[config.mk]
export PLATFORM = sky130hd
export DESIGN_NAME = tdio_top
export DESIGN_NICKNAME = d
export VERILOG_FILES = /design/src/core/tdio_pkg.sv /design/src/core/tdio_edge_det.sv /design/src/core/tdio_warmup.sv /design/src/core/tdio_top.sv
export VERILOG_INCLUDE_DIRS = /design/src /design/src/core
export SDC_FILE = /design/constraint.sdc
export NUM_CORES = 1
export LEC_CHECK = 0
export BUFFER_PORTS_ARGS = -buffer_cell sky130_fd_sc_hd__buf_4
export CAP_MARGIN = 30
export CORE_MARGIN = 5
export CORE_UTILIZATION = 35
export CTS_CLUSTER_DIAMETER = 30
export DETAILED_ROUTE_END_ITERATION = 10
export PLACE_DENSITY = 0.61
export SYNTH_ARGS = -nofsm -noshare
export SYNTH_HDL_FRONTEND = slang
export SYNTH_HIERARCHICAL = 1
export SYNTH_SLANG_ARGS = --single-unit
export TNS_END_PERCENT = 30
[constraint.sdc]
create_clock -name pclk -period 3.4 [get_ports pclk]
set_input_delay 0.85 -clock pclk [delete_from_list [all_inputs] [get_ports pclk]]
set_output_delay 0.85 -clock pclk [all_outputs]
set_load 0.005 [all_outputs]
[src/core/tdio_cfg.svh]
// constants of the transmitter digital io control block
`ifndef TDIO_CFG_SVH
`define TDIO_CFG_SVH

// ==========================================================
// clocking and timing
`define TDIO_CLK_HZ        25000000
`define TDIO_TICK_S        1
`define TDIO_SEC_CYCLES    (`TDIO_TICK_S * `TDIO_CLK_HZ)
`define TDIO_CYCLES_MIN    4'h1
`define TDIO_CYCLES_MAX    4'ha

// ==========================================================
// register byte offsets
`define TDIO_OFS_CTRL      12'h000
`define TDIO_OFS_LINK      12'h004
`define TDIO_OFS_TIMING    12'h008
`define TDIO_OFS_STATUS    12'h00c
`define TDIO_OFS_INT_STAT  12'h010
`define TDIO_OFS_INT_EN    12'h014
`define TDIO_OFS_INT_CLR   12'h018

// ==========================================================
// field positions and reset values
`define TDIO_CTRL_TRIG_LSB 0
`define TDIO_LINK_CYC_LSB  0
`define TDIO_LINK_LLVL_BIT 4
`define TDIO_LINK_RC_LSB   5
`define TDIO_TIM_PER_LSB   0
`define TDIO_TIM_WARM_LSB  16
`define TDIO_CTRL_RST      32'h0000_0000
`define TDIO_LINK_RST      32'h0000_0011
`define TDIO_TIMING_RST    32'h0000_003c
`define TDIO_NUM_EVENTS    4
`define TDIO_EV_TRIG       0
`define TDIO_EV_LOST       1
`define TDIO_EV_RESTORE    2
`define TDIO_EV_COMM       3

`endif

[src/core/tdio_pkg.sv]
// types of the transmitter digital io control block
package tdio_pkg;
   // input trigger setting
   typedef enum logic [1:0] {TRIG_DIS, TRIG_RISE, TRIG_FALL, TRIG_BOTH} tdio_trig_t;
   // startup state of an output
   typedef enum logic [1:0] {START_OFF, START_ON, START_LAST} tdio_start_t;
   // remote-control output on link loss
   typedef enum logic [1:0] {RCL_OFF, RCL_ON, RCL_HOLD} tdio_rclost_t;
endpackage : tdio_pkg

[src/core/tdio_edge_det.sv]
// digital input synchroniser and trigger edge detector
`timescale 1ns/1ps
`default_nettype none
module tdio_edge_det (
   // clock and reset
   input  wire logic               pclk,
   input  wire logic               presetn,
   input  wire logic               clk_en,
   // pin and setting
   input  wire logic               din_pin,
   input  wire tdio_pkg::tdio_trig_t mode,
   // results
   output logic                    din_level,
   output logic                    trig
);
   logic sync1_reg;
   logic sync2_reg;
   logic prev_reg;

   // two flops before anything reads the pin
   always_ff @(posedge pclk or negedge presetn) begin
      if (!presetn) begin
         sync1_reg <= 1'b0;
         sync2_reg <= 1'b0;
         prev_reg  <= 1'b0;
      end else if (clk_en) begin
         sync1_reg <= din_pin;
         sync2_reg <= sync1_reg;
         prev_reg  <= sync2_reg;
      end
   end

   // edge select per trigger setting
   always_comb begin
      trig = 1'b0;
      unique case (mode)
         tdio_pkg::TRIG_DIS:  trig = 1'b0;
         tdio_pkg::TRIG_RISE: trig = sync2_reg & ~prev_reg;
         tdio_pkg::TRIG_FALL: trig = ~sync2_reg & prev_reg;
         tdio_pkg::TRIG_BOTH: trig = sync2_reg ^ prev_reg;
      endcase
   end
   assign din_level = sync2_reg;
endmodule : tdio_edge_det
`default_nettype wire

[src/core/tdio_warmup.sv]
// communication period scheduler with external power warm-up
`timescale 1ns/1ps
`default_nettype none
module tdio_warmup (
   // clock and reset
   input  wire logic        pclk,
   input  wire logic        presetn,
   input  wire logic        clk_en,
   // timing
   input  wire logic        sec_tick,
   input  wire logic [15:0] period,
   input  wire logic [7:0]  warmup,
   // results
   output logic             comm_due,
   output logic             pwr_on,
   output logic             warm_start
);
   logic [15:0] remain_reg;
   logic        pwr_prev_reg;

   // seconds left until the next scheduled communication
   always_ff @(posedge pclk or negedge presetn) begin
      if (!presetn) begin
         remain_reg   <= 16'h0001;
         pwr_prev_reg <= 1'b0;
      end else if (clk_en) begin
         pwr_prev_reg <= pwr_on;
         if (sec_tick) begin
            remain_reg <= (remain_reg <= 16'h0001) ? period : remain_reg - 16'h0001;
         end
      end
   end
   assign comm_due = sec_tick && (remain_reg <= 16'h0001);

   // power on within warm-up seconds; always on if too long
   assign pwr_on = ({8'h00, warmup} > period) || (remain_reg <= {8'h00, warmup});
   // leave sleep as the warm-up starts
   assign warm_start = pwr_on && !pwr_prev_reg;
endmodule : tdio_warmup
`default_nettype wire

[src/core/tdio_top.sv]
// top of the transmitter digital io control block
`timescale 1ns/1ps
`default_nettype none
`include "tdio_cfg.svh"
module tdio_top #(
   parameter int unsigned SEC_CYCLES = `TDIO_SEC_CYCLES
) (
   // clock, reset, enable
   input  wire logic        pclk,
   input  wire logic        presetn,
   input  wire logic        clk_en,
   // apb slave
   input  wire logic        psel,
   input  wire logic        penable,
   input  wire logic        pwrite,
   input  wire logic [11:0] paddr,
   input  wire logic [31:0] pwdata,
   output logic [31:0]      prdata,
   output logic             pready,
   output logic             pslverr,
   // digital input pin
   input  wire logic        din_pin,
   // radio side, same clock
   input  wire logic        link_ok,
   input  wire logic        rc_cmd_valid,
   input  wire logic        rc_cmd,
   // retained startup settings and last states
   input  wire logic [1:0]  ll_start,
   input  wire logic [1:0]  rc_start,
   input  wire logic        ll_last,
   input  wire logic        rc_last,
   // outputs
   output logic             comm_req,
   output logic             link_lost_out,
   output logic             rc_out,
   output logic             ext_pwr,
   output logic             sleep_exit,
   output logic             irq
);
   // ==========================================================
   // register state
   logic [31:0] ctrl_reg;
   logic [31:0] link_reg;
   logic [31:0] timing_reg;
   logic [`TDIO_NUM_EVENTS-1:0] int_stat_reg;
   logic [`TDIO_NUM_EVENTS-1:0] int_en_reg;
   logic [31:0] prdata_reg;
   logic        pready_reg;
   logic        pslverr_reg;
   logic [31:0] rd_next;
   logic        rd_hit;
   logic        wr_en;
   logic        setup;

   // ==========================================================
   // block state
   logic [24:0] presc_reg;
   logic        sec_tick;
   logic [3:0]  miss_reg;
   logic        lost_reg;
   logic        init_reg;
   logic        comm_req_reg;
   logic        ll_out_reg;
   logic        rc_out_reg;
   logic        pwr_reg;
   logic        sleep_exit_reg;
   logic        irq_reg;
   logic        trig;
   logic        din_level;
   logic        comm_due;
   logic        pwr_on;
   logic        warm_start;
   logic [3:0]  cycles;
   logic        lost_now;
   logic        lost_rise;
   logic        restore;
   logic [`TDIO_NUM_EVENTS-1:0] events;
   tdio_pkg::tdio_trig_t   trig_mode;
   tdio_pkg::tdio_rclost_t rc_lost_mode;

   assign trig_mode    = tdio_pkg::tdio_trig_t'(ctrl_reg[`TDIO_CTRL_TRIG_LSB +: 2]);
   assign rc_lost_mode = tdio_pkg::tdio_rclost_t'(link_reg[`TDIO_LINK_RC_LSB +: 2]);

   // ==========================================================
   // apb slave
   assign setup = psel && !penable;
   assign wr_en = psel && penable && pready_reg && pwrite && !pslverr_reg;

   // read mux, also flags unmapped addresses
   always_comb begin
      rd_next = 32'h0000_0000;
      rd_hit  = 1'b1;
      unique case (paddr)
         `TDIO_OFS_CTRL:     rd_next = ctrl_reg;
         `TDIO_OFS_LINK:     rd_next = link_reg;
         `TDIO_OFS_TIMING:   rd_next = timing_reg;
         `TDIO_OFS_STATUS:   rd_next = {20'h00000, miss_reg, 1'b0, din_level, sleep_exit_reg,
                                        pwr_reg, rc_out_reg, ll_out_reg, init_reg, lost_reg};
         `TDIO_OFS_INT_STAT: rd_next = {28'h0000000, int_stat_reg};
         `TDIO_OFS_INT_EN:   rd_next = {28'h0000000, int_en_reg};
         `TDIO_OFS_INT_CLR:  rd_next = 32'h0000_0000;
         default:            rd_hit  = 1'b0;
      endcase
   end

   // one wait-free access phase: answer prepared during setup
   always_ff @(posedge pclk or negedge presetn) begin
      if (!presetn) begin
         pready_reg  <= 1'b0;
         pslverr_reg <= 1'b0;
         prdata_reg  <= 32'h0000_0000;
      end else if (clk_en) begin
         pready_reg  <= setup;
         pslverr_reg <= setup && !rd_hit;
         if (setup && !pwrite) begin
            prdata_reg <= rd_next;
         end
      end
   end

   // configuration registers written at the completing edge
   always_ff @(posedge pclk or negedge presetn) begin
      if (!presetn) begin
         ctrl_reg   <= `TDIO_CTRL_RST;
         link_reg   <= `TDIO_LINK_RST;
         timing_reg <= `TDIO_TIMING_RST;
         int_en_reg <= 4'h0;
      end else if (clk_en && wr_en) begin
         unique case (paddr)
            `TDIO_OFS_CTRL:   ctrl_reg   <= {30'h00000000, pwdata[1:0]};
            `TDIO_OFS_LINK:   link_reg   <= {25'h0000000, pwdata[6:0]};
            `TDIO_OFS_TIMING: timing_reg <= {8'h00, pwdata[23:0]};
            `TDIO_OFS_INT_EN: int_en_reg <= pwdata[`TDIO_NUM_EVENTS-1:0];
            default:          ;
         endcase
      end
   end

   // ==========================================================
   // interrupts: sticky status, a set wins over a clear
   assign events = {comm_req_reg, restore, lost_rise, trig};
   always_ff @(posedge pclk or negedge presetn) begin
      if (!presetn) begin
         int_stat_reg <= 4'h0;
         irq_reg      <= 1'b0;
      end else if (clk_en) begin
         if (wr_en && paddr == `TDIO_OFS_INT_CLR) begin
            int_stat_reg <= (int_stat_reg & ~pwdata[`TDIO_NUM_EVENTS-1:0]) | events;
         end else begin
            int_stat_reg <= int_stat_reg | events;
         end
         irq_reg <= |(int_stat_reg & int_en_reg);
      end
   end

   // ==========================================================
   // one-second tick; the count is a parameter so a bench can shorten it
   assign sec_tick = (presc_reg == 25'(SEC_CYCLES - 1));
   always_ff @(posedge pclk or negedge presetn) begin
      if (!presetn) begin
         presc_reg <= 25'h0000000;
      end else if (clk_en) begin
         presc_reg <= sec_tick ? 25'h0000000 : presc_reg + 25'h0000001;
      end
   end

   // ==========================================================
   // submodules
   tdio_edge_det u_edge (
      .pclk      (pclk),
      .presetn   (presetn),
      .clk_en    (clk_en),
      .din_pin   (din_pin),
      .mode      (trig_mode),
      .din_level (din_level),
      .trig      (trig)
   );

   tdio_warmup u_warm (
      .pclk       (pclk),
      .presetn    (presetn),
      .clk_en     (clk_en),
      .sec_tick   (sec_tick),
      .period     (timing_reg[`TDIO_TIM_PER_LSB +: 16]),
      .warmup     (timing_reg[`TDIO_TIM_WARM_LSB +: 8]),
      .comm_due   (comm_due),
      .pwr_on     (pwr_on),
      .warm_start (warm_start)
   );

   // ==========================================================
   // communication request: scheduled or input triggered
   always_ff @(posedge pclk or negedge presetn) begin
      if (!presetn) begin
         comm_req_reg <= 1'b0;
      end else if (clk_en) begin
         comm_req_reg <= comm_due || trig;
      end
   end

   // ==========================================================
   // link supervision; threshold clamped so a stray code stays in range
   assign cycles = (link_reg[`TDIO_LINK_CYC_LSB +: 4] < `TDIO_CYCLES_MIN) ? `TDIO_CYCLES_MIN :
                   (link_reg[`TDIO_LINK_CYC_LSB +: 4] > `TDIO_CYCLES_MAX) ? `TDIO_CYCLES_MAX :
                   link_reg[`TDIO_LINK_CYC_LSB +: 4];
   assign lost_now  = (miss_reg >= cycles);
   assign lost_rise = lost_now && !lost_reg;
   assign restore   = link_ok && lost_reg;

   always_ff @(posedge pclk or negedge presetn) begin
      if (!presetn) begin
         miss_reg <= 4'h0;
         lost_reg <= 1'b0;
      end else if (clk_en) begin
         if (link_ok) begin
            miss_reg <= 4'h0;
            lost_reg <= 1'b0;
         end else begin
            // saturate so a long outage cannot wrap back to "linked"
            if (comm_due && miss_reg != 4'hf) begin
               miss_reg <= miss_reg + 4'h1;
            end
            // loss declared at the configured count
            lost_reg <= lost_now;
         end
      end
   end

   // ==========================================================
   // startup capture happens on the first enabled edge after release
   always_ff @(posedge pclk or negedge presetn) begin
      if (!presetn) begin
         init_reg <= 1'b1;
      end else if (clk_en) begin
         init_reg <= 1'b0;
      end
   end

   // link-lost indicator output
   always_ff @(posedge pclk or negedge presetn) begin
      if (!presetn) begin
         ll_out_reg <= 1'b0;
      end else if (clk_en) begin
         if (init_reg) begin
            unique case (ll_start)
               2'h0:    ll_out_reg <= 1'b0;
               2'h1:    ll_out_reg <= 1'b1;
               default: ll_out_reg <= ll_last;
            endcase
         end else if (lost_rise) begin
            ll_out_reg <= link_reg[`TDIO_LINK_LLVL_BIT];
         end else if (restore) begin
            ll_out_reg <= !link_reg[`TDIO_LINK_LLVL_BIT];
         end
      end
   end

   // remote-control output
   always_ff @(posedge pclk or negedge presetn) begin
      if (!presetn) begin
         rc_out_reg <= 1'b0;
      end else if (clk_en) begin
         if (init_reg) begin
            unique case (rc_start)
               2'h0:    rc_out_reg <= 1'b0;
               2'h1:    rc_out_reg <= 1'b1;
               default: rc_out_reg <= rc_last;
            endcase
         end else if (link_ok && rc_cmd_valid) begin
            rc_out_reg <= rc_cmd;
         end else if (lost_rise) begin
            // on, off or hold on loss
            unique case (rc_lost_mode)
               tdio_pkg::RCL_OFF: rc_out_reg <= 1'b0;
               tdio_pkg::RCL_ON:  rc_out_reg <= 1'b1;
               default:           rc_out_reg <= rc_out_reg;
            endcase
         end
      end
   end

   // external power and wake, registered to keep outputs on flops
   always_ff @(posedge pclk or negedge presetn) begin
      if (!presetn) begin
         pwr_reg        <= 1'b0;
         sleep_exit_reg <= 1'b0;
      end else if (clk_en) begin
         pwr_reg        <= pwr_on;
         sleep_exit_reg <= warm_start;
      end
   end

   // ==========================================================
   // outputs
   assign prdata        = prdata_reg;
   assign pready        = pready_reg;
   assign pslverr       = pslverr_reg;
   assign comm_req      = comm_req_reg;
   assign link_lost_out = ll_out_reg;
   assign rc_out        = rc_out_reg;
   assign ext_pwr       = pwr_reg;
   assign sleep_exit    = sleep_exit_reg;
   assign irq           = irq_reg;
endmodule : tdio_top
`default_nettype wire

==> flow_metrics.tcl, run 1 <==
set metrics [dict create \
    outcome "finished clean" \
    grt_usage_pct 15.8 \
    postSynthAreaPerCell_sq_um 10.2 \
    placementRows 50 \
    finalClockSkew_ns 0.0105 \
    crit_type "flop to flop" \
    worstSetupEndpointType "flop" \
    leakage_nw 3.78 \
    vias_per_cell 5.24 \
    die_area_sq_um 22100 \
    ys_warn_count 6 \
    cts_setup_buffers 0 \
    path_clk_slew_ns 0.06 \
    final_antenna_net_count 0 \
    hp-class "primary input to async pin" \
    cts_tree "built" \
    ys_types 72 \
    synthCells 658 \
    die_w_microns 149 \
    firstDrtPassIters 5 \
    worst-path-max-fanout 17 \
    synth_top_family_by_area "simple AND/OR/NAND/NOR gates" \
    synth_seq_cells 124 \
    maxSlewViolCount 0 \
    routed_wl_microns 17000 \
    dp_hpwl_microns 12200 \
    period_minus_slack_ns 2.52 \
    io_buffer_count 83 \
    io_pins 100 \
    rsz0062_at_grt "false" \
    start_util_pct 35.8 \
    grt_max_degree 55 \
    cts_made_buffers 17 \
    cts_resized 0 \
    drive_gt1_share_pct 25.4 \
    synth_seq_area_share_pct 46.2 \
    hold_violations 0 \
    cts-root-buf "clkbuf_16" \
    diodes 0 \
    mostFrequentLayoutCells "dfrtp_1, buf_4, nand2_1, mux2_2, a21oi_1" \
    critPathArrivalTime_ns 2.84 \
    antenna_found_initial 0 \
    core_sq_um 18800 \
    async_flop_share_pct 100 \
    drv_cap 0 \
    gp_congestion 0.805 \
    synthMuxAreaShare_pct 10.1 \
    hold_buffers 0 \
    drt-initial-drc-count 300 \
    synth_edf_count 0 \
    power_density_nw_per_um2 470 \
    slew_headroom_pct 51.1 \
    post-route-util_pct 43.9 \
    synthXorXnorAreaFrac_pct 1.43 \
    tightest_slew_ns 0.726 \
    areaGrowthSynthToFinish_pct 22.7 \
    fin_crit_sh_pct 74.2 \
    wire_per_inst_microns 16.7 \
    fin_nets 832 \
    cts_sinks 124 \
    finalSetupViolations 0 \
    grt-ovfl-total 0 \
    vdd_ir_drop_max_mv 0.336 \
    startpoint_type "flop" \
    required_ns 3.71 \
    synthesis.area_sq_um 6740 \
    die_h_microns 149 \
    final_common_cell "dfrtp_1" \
    vias 5342 \
    grt_pass1_wl_microns 27800 \
    cts_buffer_depth 2 \
    drc_errors 0 \
    synth_fa_ha_area_share_pct 4.97 \
    h-tree-depth 4 \
    grt_pass1_vias 5245 \
    largest_reg_flops 25 \
    synth_ff_type "dfrtp_1" \
    clk_latency_ns 0.41 \
    tns_ns 0 \
    synthSimpleGateAreaFrac_pct 17.2 \
    synth_compound_area_share_pct 15.2 \
    fmax_ghz 0.396 \
]
## cell usage after synthesis (all sizes together) (6+ instances only)
cell type	instances	area share [%]
dfrtp	116	43
nand2	48	2.7
mux2	44	7.4
a21oi	38	2.9
o21ai	38	2.8
inv	35	1.9
nor2	32	1.8
nand3	30	2.2
ha	26	4.8
buf	19	2.0
mux2i	16	2.4
a22o	15	1.9
clkbuf	14	0.78
a22oi	11	1.2
and3	11	1.0
nand4	11	1.0
nor3	11	0.89
or3	11	1.0
nor4	9	1.1
or4	9	1.2
a2bb2oi	8	1.0
dfstp	8	3.1
xnor2	8	1.0
nor2b	7	0.65
o2bb2ai	6	0.78
## power by group
| part | internal (W) | leakage (nW) | switching [W] | total (W) |
|---|---|---|---|---|
| logic | 0.000157 | 1.83 | 0.000174 | 0.000331 |
| clock network | 0.00125 | 0.304 | 0.000687 | 0.00194 |
| registers | 0.00154 | 1.65 | 0.0000798 | 0.00162 |
| total | 0.00295 | 3.78 | 0.000941 | 0.00389 |
## routing by layer
metal,track usage [%],up-vias,part of all wire (%)
met4,3.75,0,1.0
met3,5.41,13,7.1
li1,-,2596,-
met1,21.4,2620,46
met2,24.4,113,46
met5,0,-,0
## final timing paths
path / slack, ns / startpoint / end / depth (start not counted)
worst min register to register: 0.48 / prdata[3] / prdata[3] / 2
worst min-delay path: 0.44 / presetn / u_warm/remain_reg[1] / 1
worst max-delay path: 0.88 / presc_reg[17] / u_warm/remain_reg[11] / 6
max in group asynchronous: 2.13 / presetn / prdata[3] / 2
min in group pclk: 0.48 / prdata[3] / prdata[3] / 2
worst max register to register: 0.88 / presc_reg[17] / u_warm/remain_reg[11] / 6
## cell type report
| cell class | instances | area (sq um) |
|---|---|---|
| Clock buffer | 19 | 443 |
| Clock inverter | 13 | 189 |
| Fill cell | 1787 | 10600 |
| Inverter | 36 | 135 |
| Multi-Input combinational cell | 472 | 3330 |
| Sequential cell | 124 | 3110 |
| Tap cell | 260 | 325 |
| Timing Repair Buffer | 95 | 738 |
## per-stage QoR
stage	area (sq um)	setup WS [ns]	hold WS [ns]	total power (W)	instances
detailed placement	7640	0.501	0.474	0.00198	987
CTS	8270	0.865	0.447	0.00393	1019
global placement	7640	0.525	0.462	0.00197	987
global route	8270	0.608	0.470	0.00404	1019
finish	8270	0.877	0.441	0.00389	1019
floorplan	6770	0.680	0.450	0.00181	665
## cells by family after synthesis
family                   after synthesis
other                                  1
buffers and inverters                 69
XOR/XNOR                              11
AO/OA/AOI/OAI                        155
adder cells (fa/ha/maj)               27
multiplexers                          61
flip-flops                           124
AND/OR/NAND/NOR                      210
## critical path, cell delays in order, from the launching register on
cell and delay, ns:
dfrtp_1 0.45, nor4_1 0.41, nand4b_1 0.23, nor2_1 0.29, and2_1 0.57, o21ai_0 0.22, a22oi_1 0.24
(Power assumes the default switching activity.)
==> run 2, diff against run 1 <==
--- a/config.mk
+++ b/config.mk
@@ -12,7 +12,7 @@
 export CORE_UTILIZATION = 35
 export CTS_CLUSTER_DIAMETER = 30
 export DETAILED_ROUTE_END_ITERATION = 10
-export PLACE_DENSITY = 0.61
+export PLACE_DENSITY = 0.63
 export SYNTH_ARGS = -nofsm -noshare
 export SYNTH_HDL_FRONTEND = slang
 export SYNTH_HIERARCHICAL = 1
==> constraint.sdc (replaced) <==
create_clock -name pclk -period 2.2 [get_ports pclk]
set_input_delay 0.55 -clock pclk [delete_from_list [all_inputs] [get_ports pclk]]
set_output_delay 0.55 -clock pclk [all_outputs]
set_load 0.005 [all_outputs]
==> run 2 against run 1 <==
Effect of this change: the flow now finishes with violations (setup timing); cell count up 5.1%; non-clock buffer count increased by 52; combinational power is 85% higher; count of clock-buffer cells in the layout is 1 lower; first-iteration DRC count up 5.0%; largest cell class unchanged.
==> flow_metrics.tcl, run 2 (synthesis results as in run 1) <==
set metrics [dict create \
    vias 5536 \
    violations "setup timing" \
    outcome "finished with violations" \
    drc_errors 0 \
    drv_cap 0 \
    cts_made_buffers 17 \
    power_density_nw_per_um2 661 \
    final_common_cell "buf_4" \
    grt_max_degree 40 \
    maxSlewViolCount 0 \
    worstSetupEndpointType "flop" \
    finalSetupViolations 1 \
    finalClockSkew_ns 0.0114 \
    drt-initial-drc-count 315 \
    p_total_w 0.00581 \
    worst-path-max-fanout 5 \
    final_antenna_net_count 0 \
    die_area_sq_um 22100 \
    h-tree-depth 4 \
    largest_reg_flops 25 \
    mostFrequentLayoutCells "buf_4, dfrtp_1, nand2_1, inv_1, a21oi_1" \
    firstDrtPassIters 4 \
    dp_hpwl_microns 13200 \
    worst_slack_ns -0.0240 \
    cts_sinks 124 \
    tightest_slew_ns 0.608 \
    dp_slack_ns -0.202 \
    leakage_nw 4.05 \
    reg2reg_slack_ns -0.02 \
    r2r-start "u_warm/remain_reg[5]" \
    hp-class "primary input to async pin" \
    fin_cells 1071 \
    die_h_microns 149 \
    period_minus_slack_ns 2.22 \
    cts_buffer_depth 2 \
    fmax_ghz 0.450 \
    regArea_sq_um 3110 \
    rsz0062_at_grt "true" \
    io_pins 100 \
    fin_crit_sh_pct 101 \
    vdd_ir_drop_max_mv 0.584 \
    diodes 0 \
    grt_pass1_vias 5435 \
    required_ns 2.50 \
    io_buffer_count 83 \
    grt_pass1_wl_microns 28500 \
    grt_usage_pct 16.2 \
    wire_per_inst_microns 16.6 \
    vias_per_cell 5.17 \
    fin_nets 884 \
    routed_wl_microns 17800 \
    dp_cells 1039 \
    grt-ovfl-total 0 \
    nFillCells 1753 \
    multi_input_area_sq_um 3480 \
    drive_gt1_share_pct 32.2 \
    worst_r2r_path_depth 7 \
    hold_violations 0 \
    slew_headroom_pct 59.5 \
    placementRows 50 \
    die_w_microns 149 \
    startpoint_type "flop" \
    post_dp_cell_area_sq_um 8140 \
    start_util_pct 35.8 \
    worstReg2RegEnd "miss_reg[2]" \
    cts_tree "built" \
    core_sq_um 18800 \
    cts-root-buf "clkbuf_16" \
    fin_area_sq_um 8790 \
    cts_setup_buffers 0 \
    clk_latency_ns 0.42 \
    gp_congestion 0.836 \
    antenna_found_initial 0 \
    path_clk_slew_ns 0.06 \
    areaGrowthSynthToFinish_pct 30.4 \
    crit_type "flop to flop" \
    critPathArrivalTime_ns 2.53 \
]
run 2: cell count changes in the layout (fill, tap and decap cells not counted), moves of 2 or more:
cell | before | now
bufinv_16 | 4 | 1
buf_4 | 93 | 142
inv_6 | 3 | 5
a2bb2oi_1 | 8 | 6
a21oi_2 | 1 | 5
a2bb2oi_2 | 0 | 2
clkinvlp_4 | 2 | 5
mux2_4 | 1 | 17
buf_12 | 2 | 5
mux2_2 | 43 | 27
a21oi_1 | 37 | 33
run 2: worst max-delay path: stages, from the launching register on:
cell     delay (ns)
dfrtp_1        0.37
or4_4          0.54
or4_4          0.48
nor2_4         0.12
and2_4         0.17
and3_1         0.15
o21ai_1        0.05
a32o_1         0.21
run 2: worst max-delay path by stage:
stage | start | endpoint | slack (ns) | cells past startpoint
CTS | u_warm/remain_reg[5] | miss_reg[2] | -0.03 | 7
detailed placement | paddr[7] | link_reg[3] | -0.20 | 8
finish | u_warm/remain_reg[5] | miss_reg[2] | -0.02 | 7
global placement | paddr[7] | timing_reg[1] | -0.20 | 6
floorplan | paddr[3] | timing_reg[12] | -0.13 | 6
global route | u_warm/remain_reg[5] | miss_reg[2] | -0.07 | 7
run 2: layout make-up:
cell class / count / share of cell area [%]
clock buffer: 18 / 5.00
clock inverter: 14 / 1.52
inverter: 36 / 1.54
multi-input combinational: 472 / 39.6
sequential: 124 / 35.4
tap: 260 / 3.70
timing repair buffer: 147 / 13.3
run 2: stage by stage:
stage | hold WS, ns | TNS, ns | utilization, %
6_report | 0.142 | -0.0240 | 46.7
5_1_grt | 0.171 | -0.212 | 46.7
4_1_cts | 0.153 | -0.0399 | 46.3
3_5_place_dp | 0.474 | -8.26 | 43.2
3_3_place_gp | 0.468 | -8.10 | 43.2
2_1_floorplan | 0.254 | -2.54 | -
run 2: repair_timing:
item | in CTS | in global routing
resized for setup | 2 | 14
hold buffers | 0 | 0
pin swaps | 0 | 4
setup endpoints to repair | 3 | 15
run 2: report_power, final:
| group | internal (W) | switching (W) | leakage [nW] | total (W) |
|---|---|---|---|---|
| combinational | 0.000306 | 0.000305 | 2.13 | 0.000611 |
| sequential | 0.00237 | 0.000103 | 1.65 | 0.00248 |
| clock | 0.00160 | 0.00112 | 0.266 | 0.00272 |
run 2: routing by layer:
metal / vias up / GRT usage (%) / share of wire (%)
met2: 125 / 25.6 / 46
met5: - / 0 / 0
met1: 2700 / 22.1 / 47
met4: 0 / 3.34 / 0.66
met3: 9 / 5.07 / 5.7
li1: 2702 / - / -
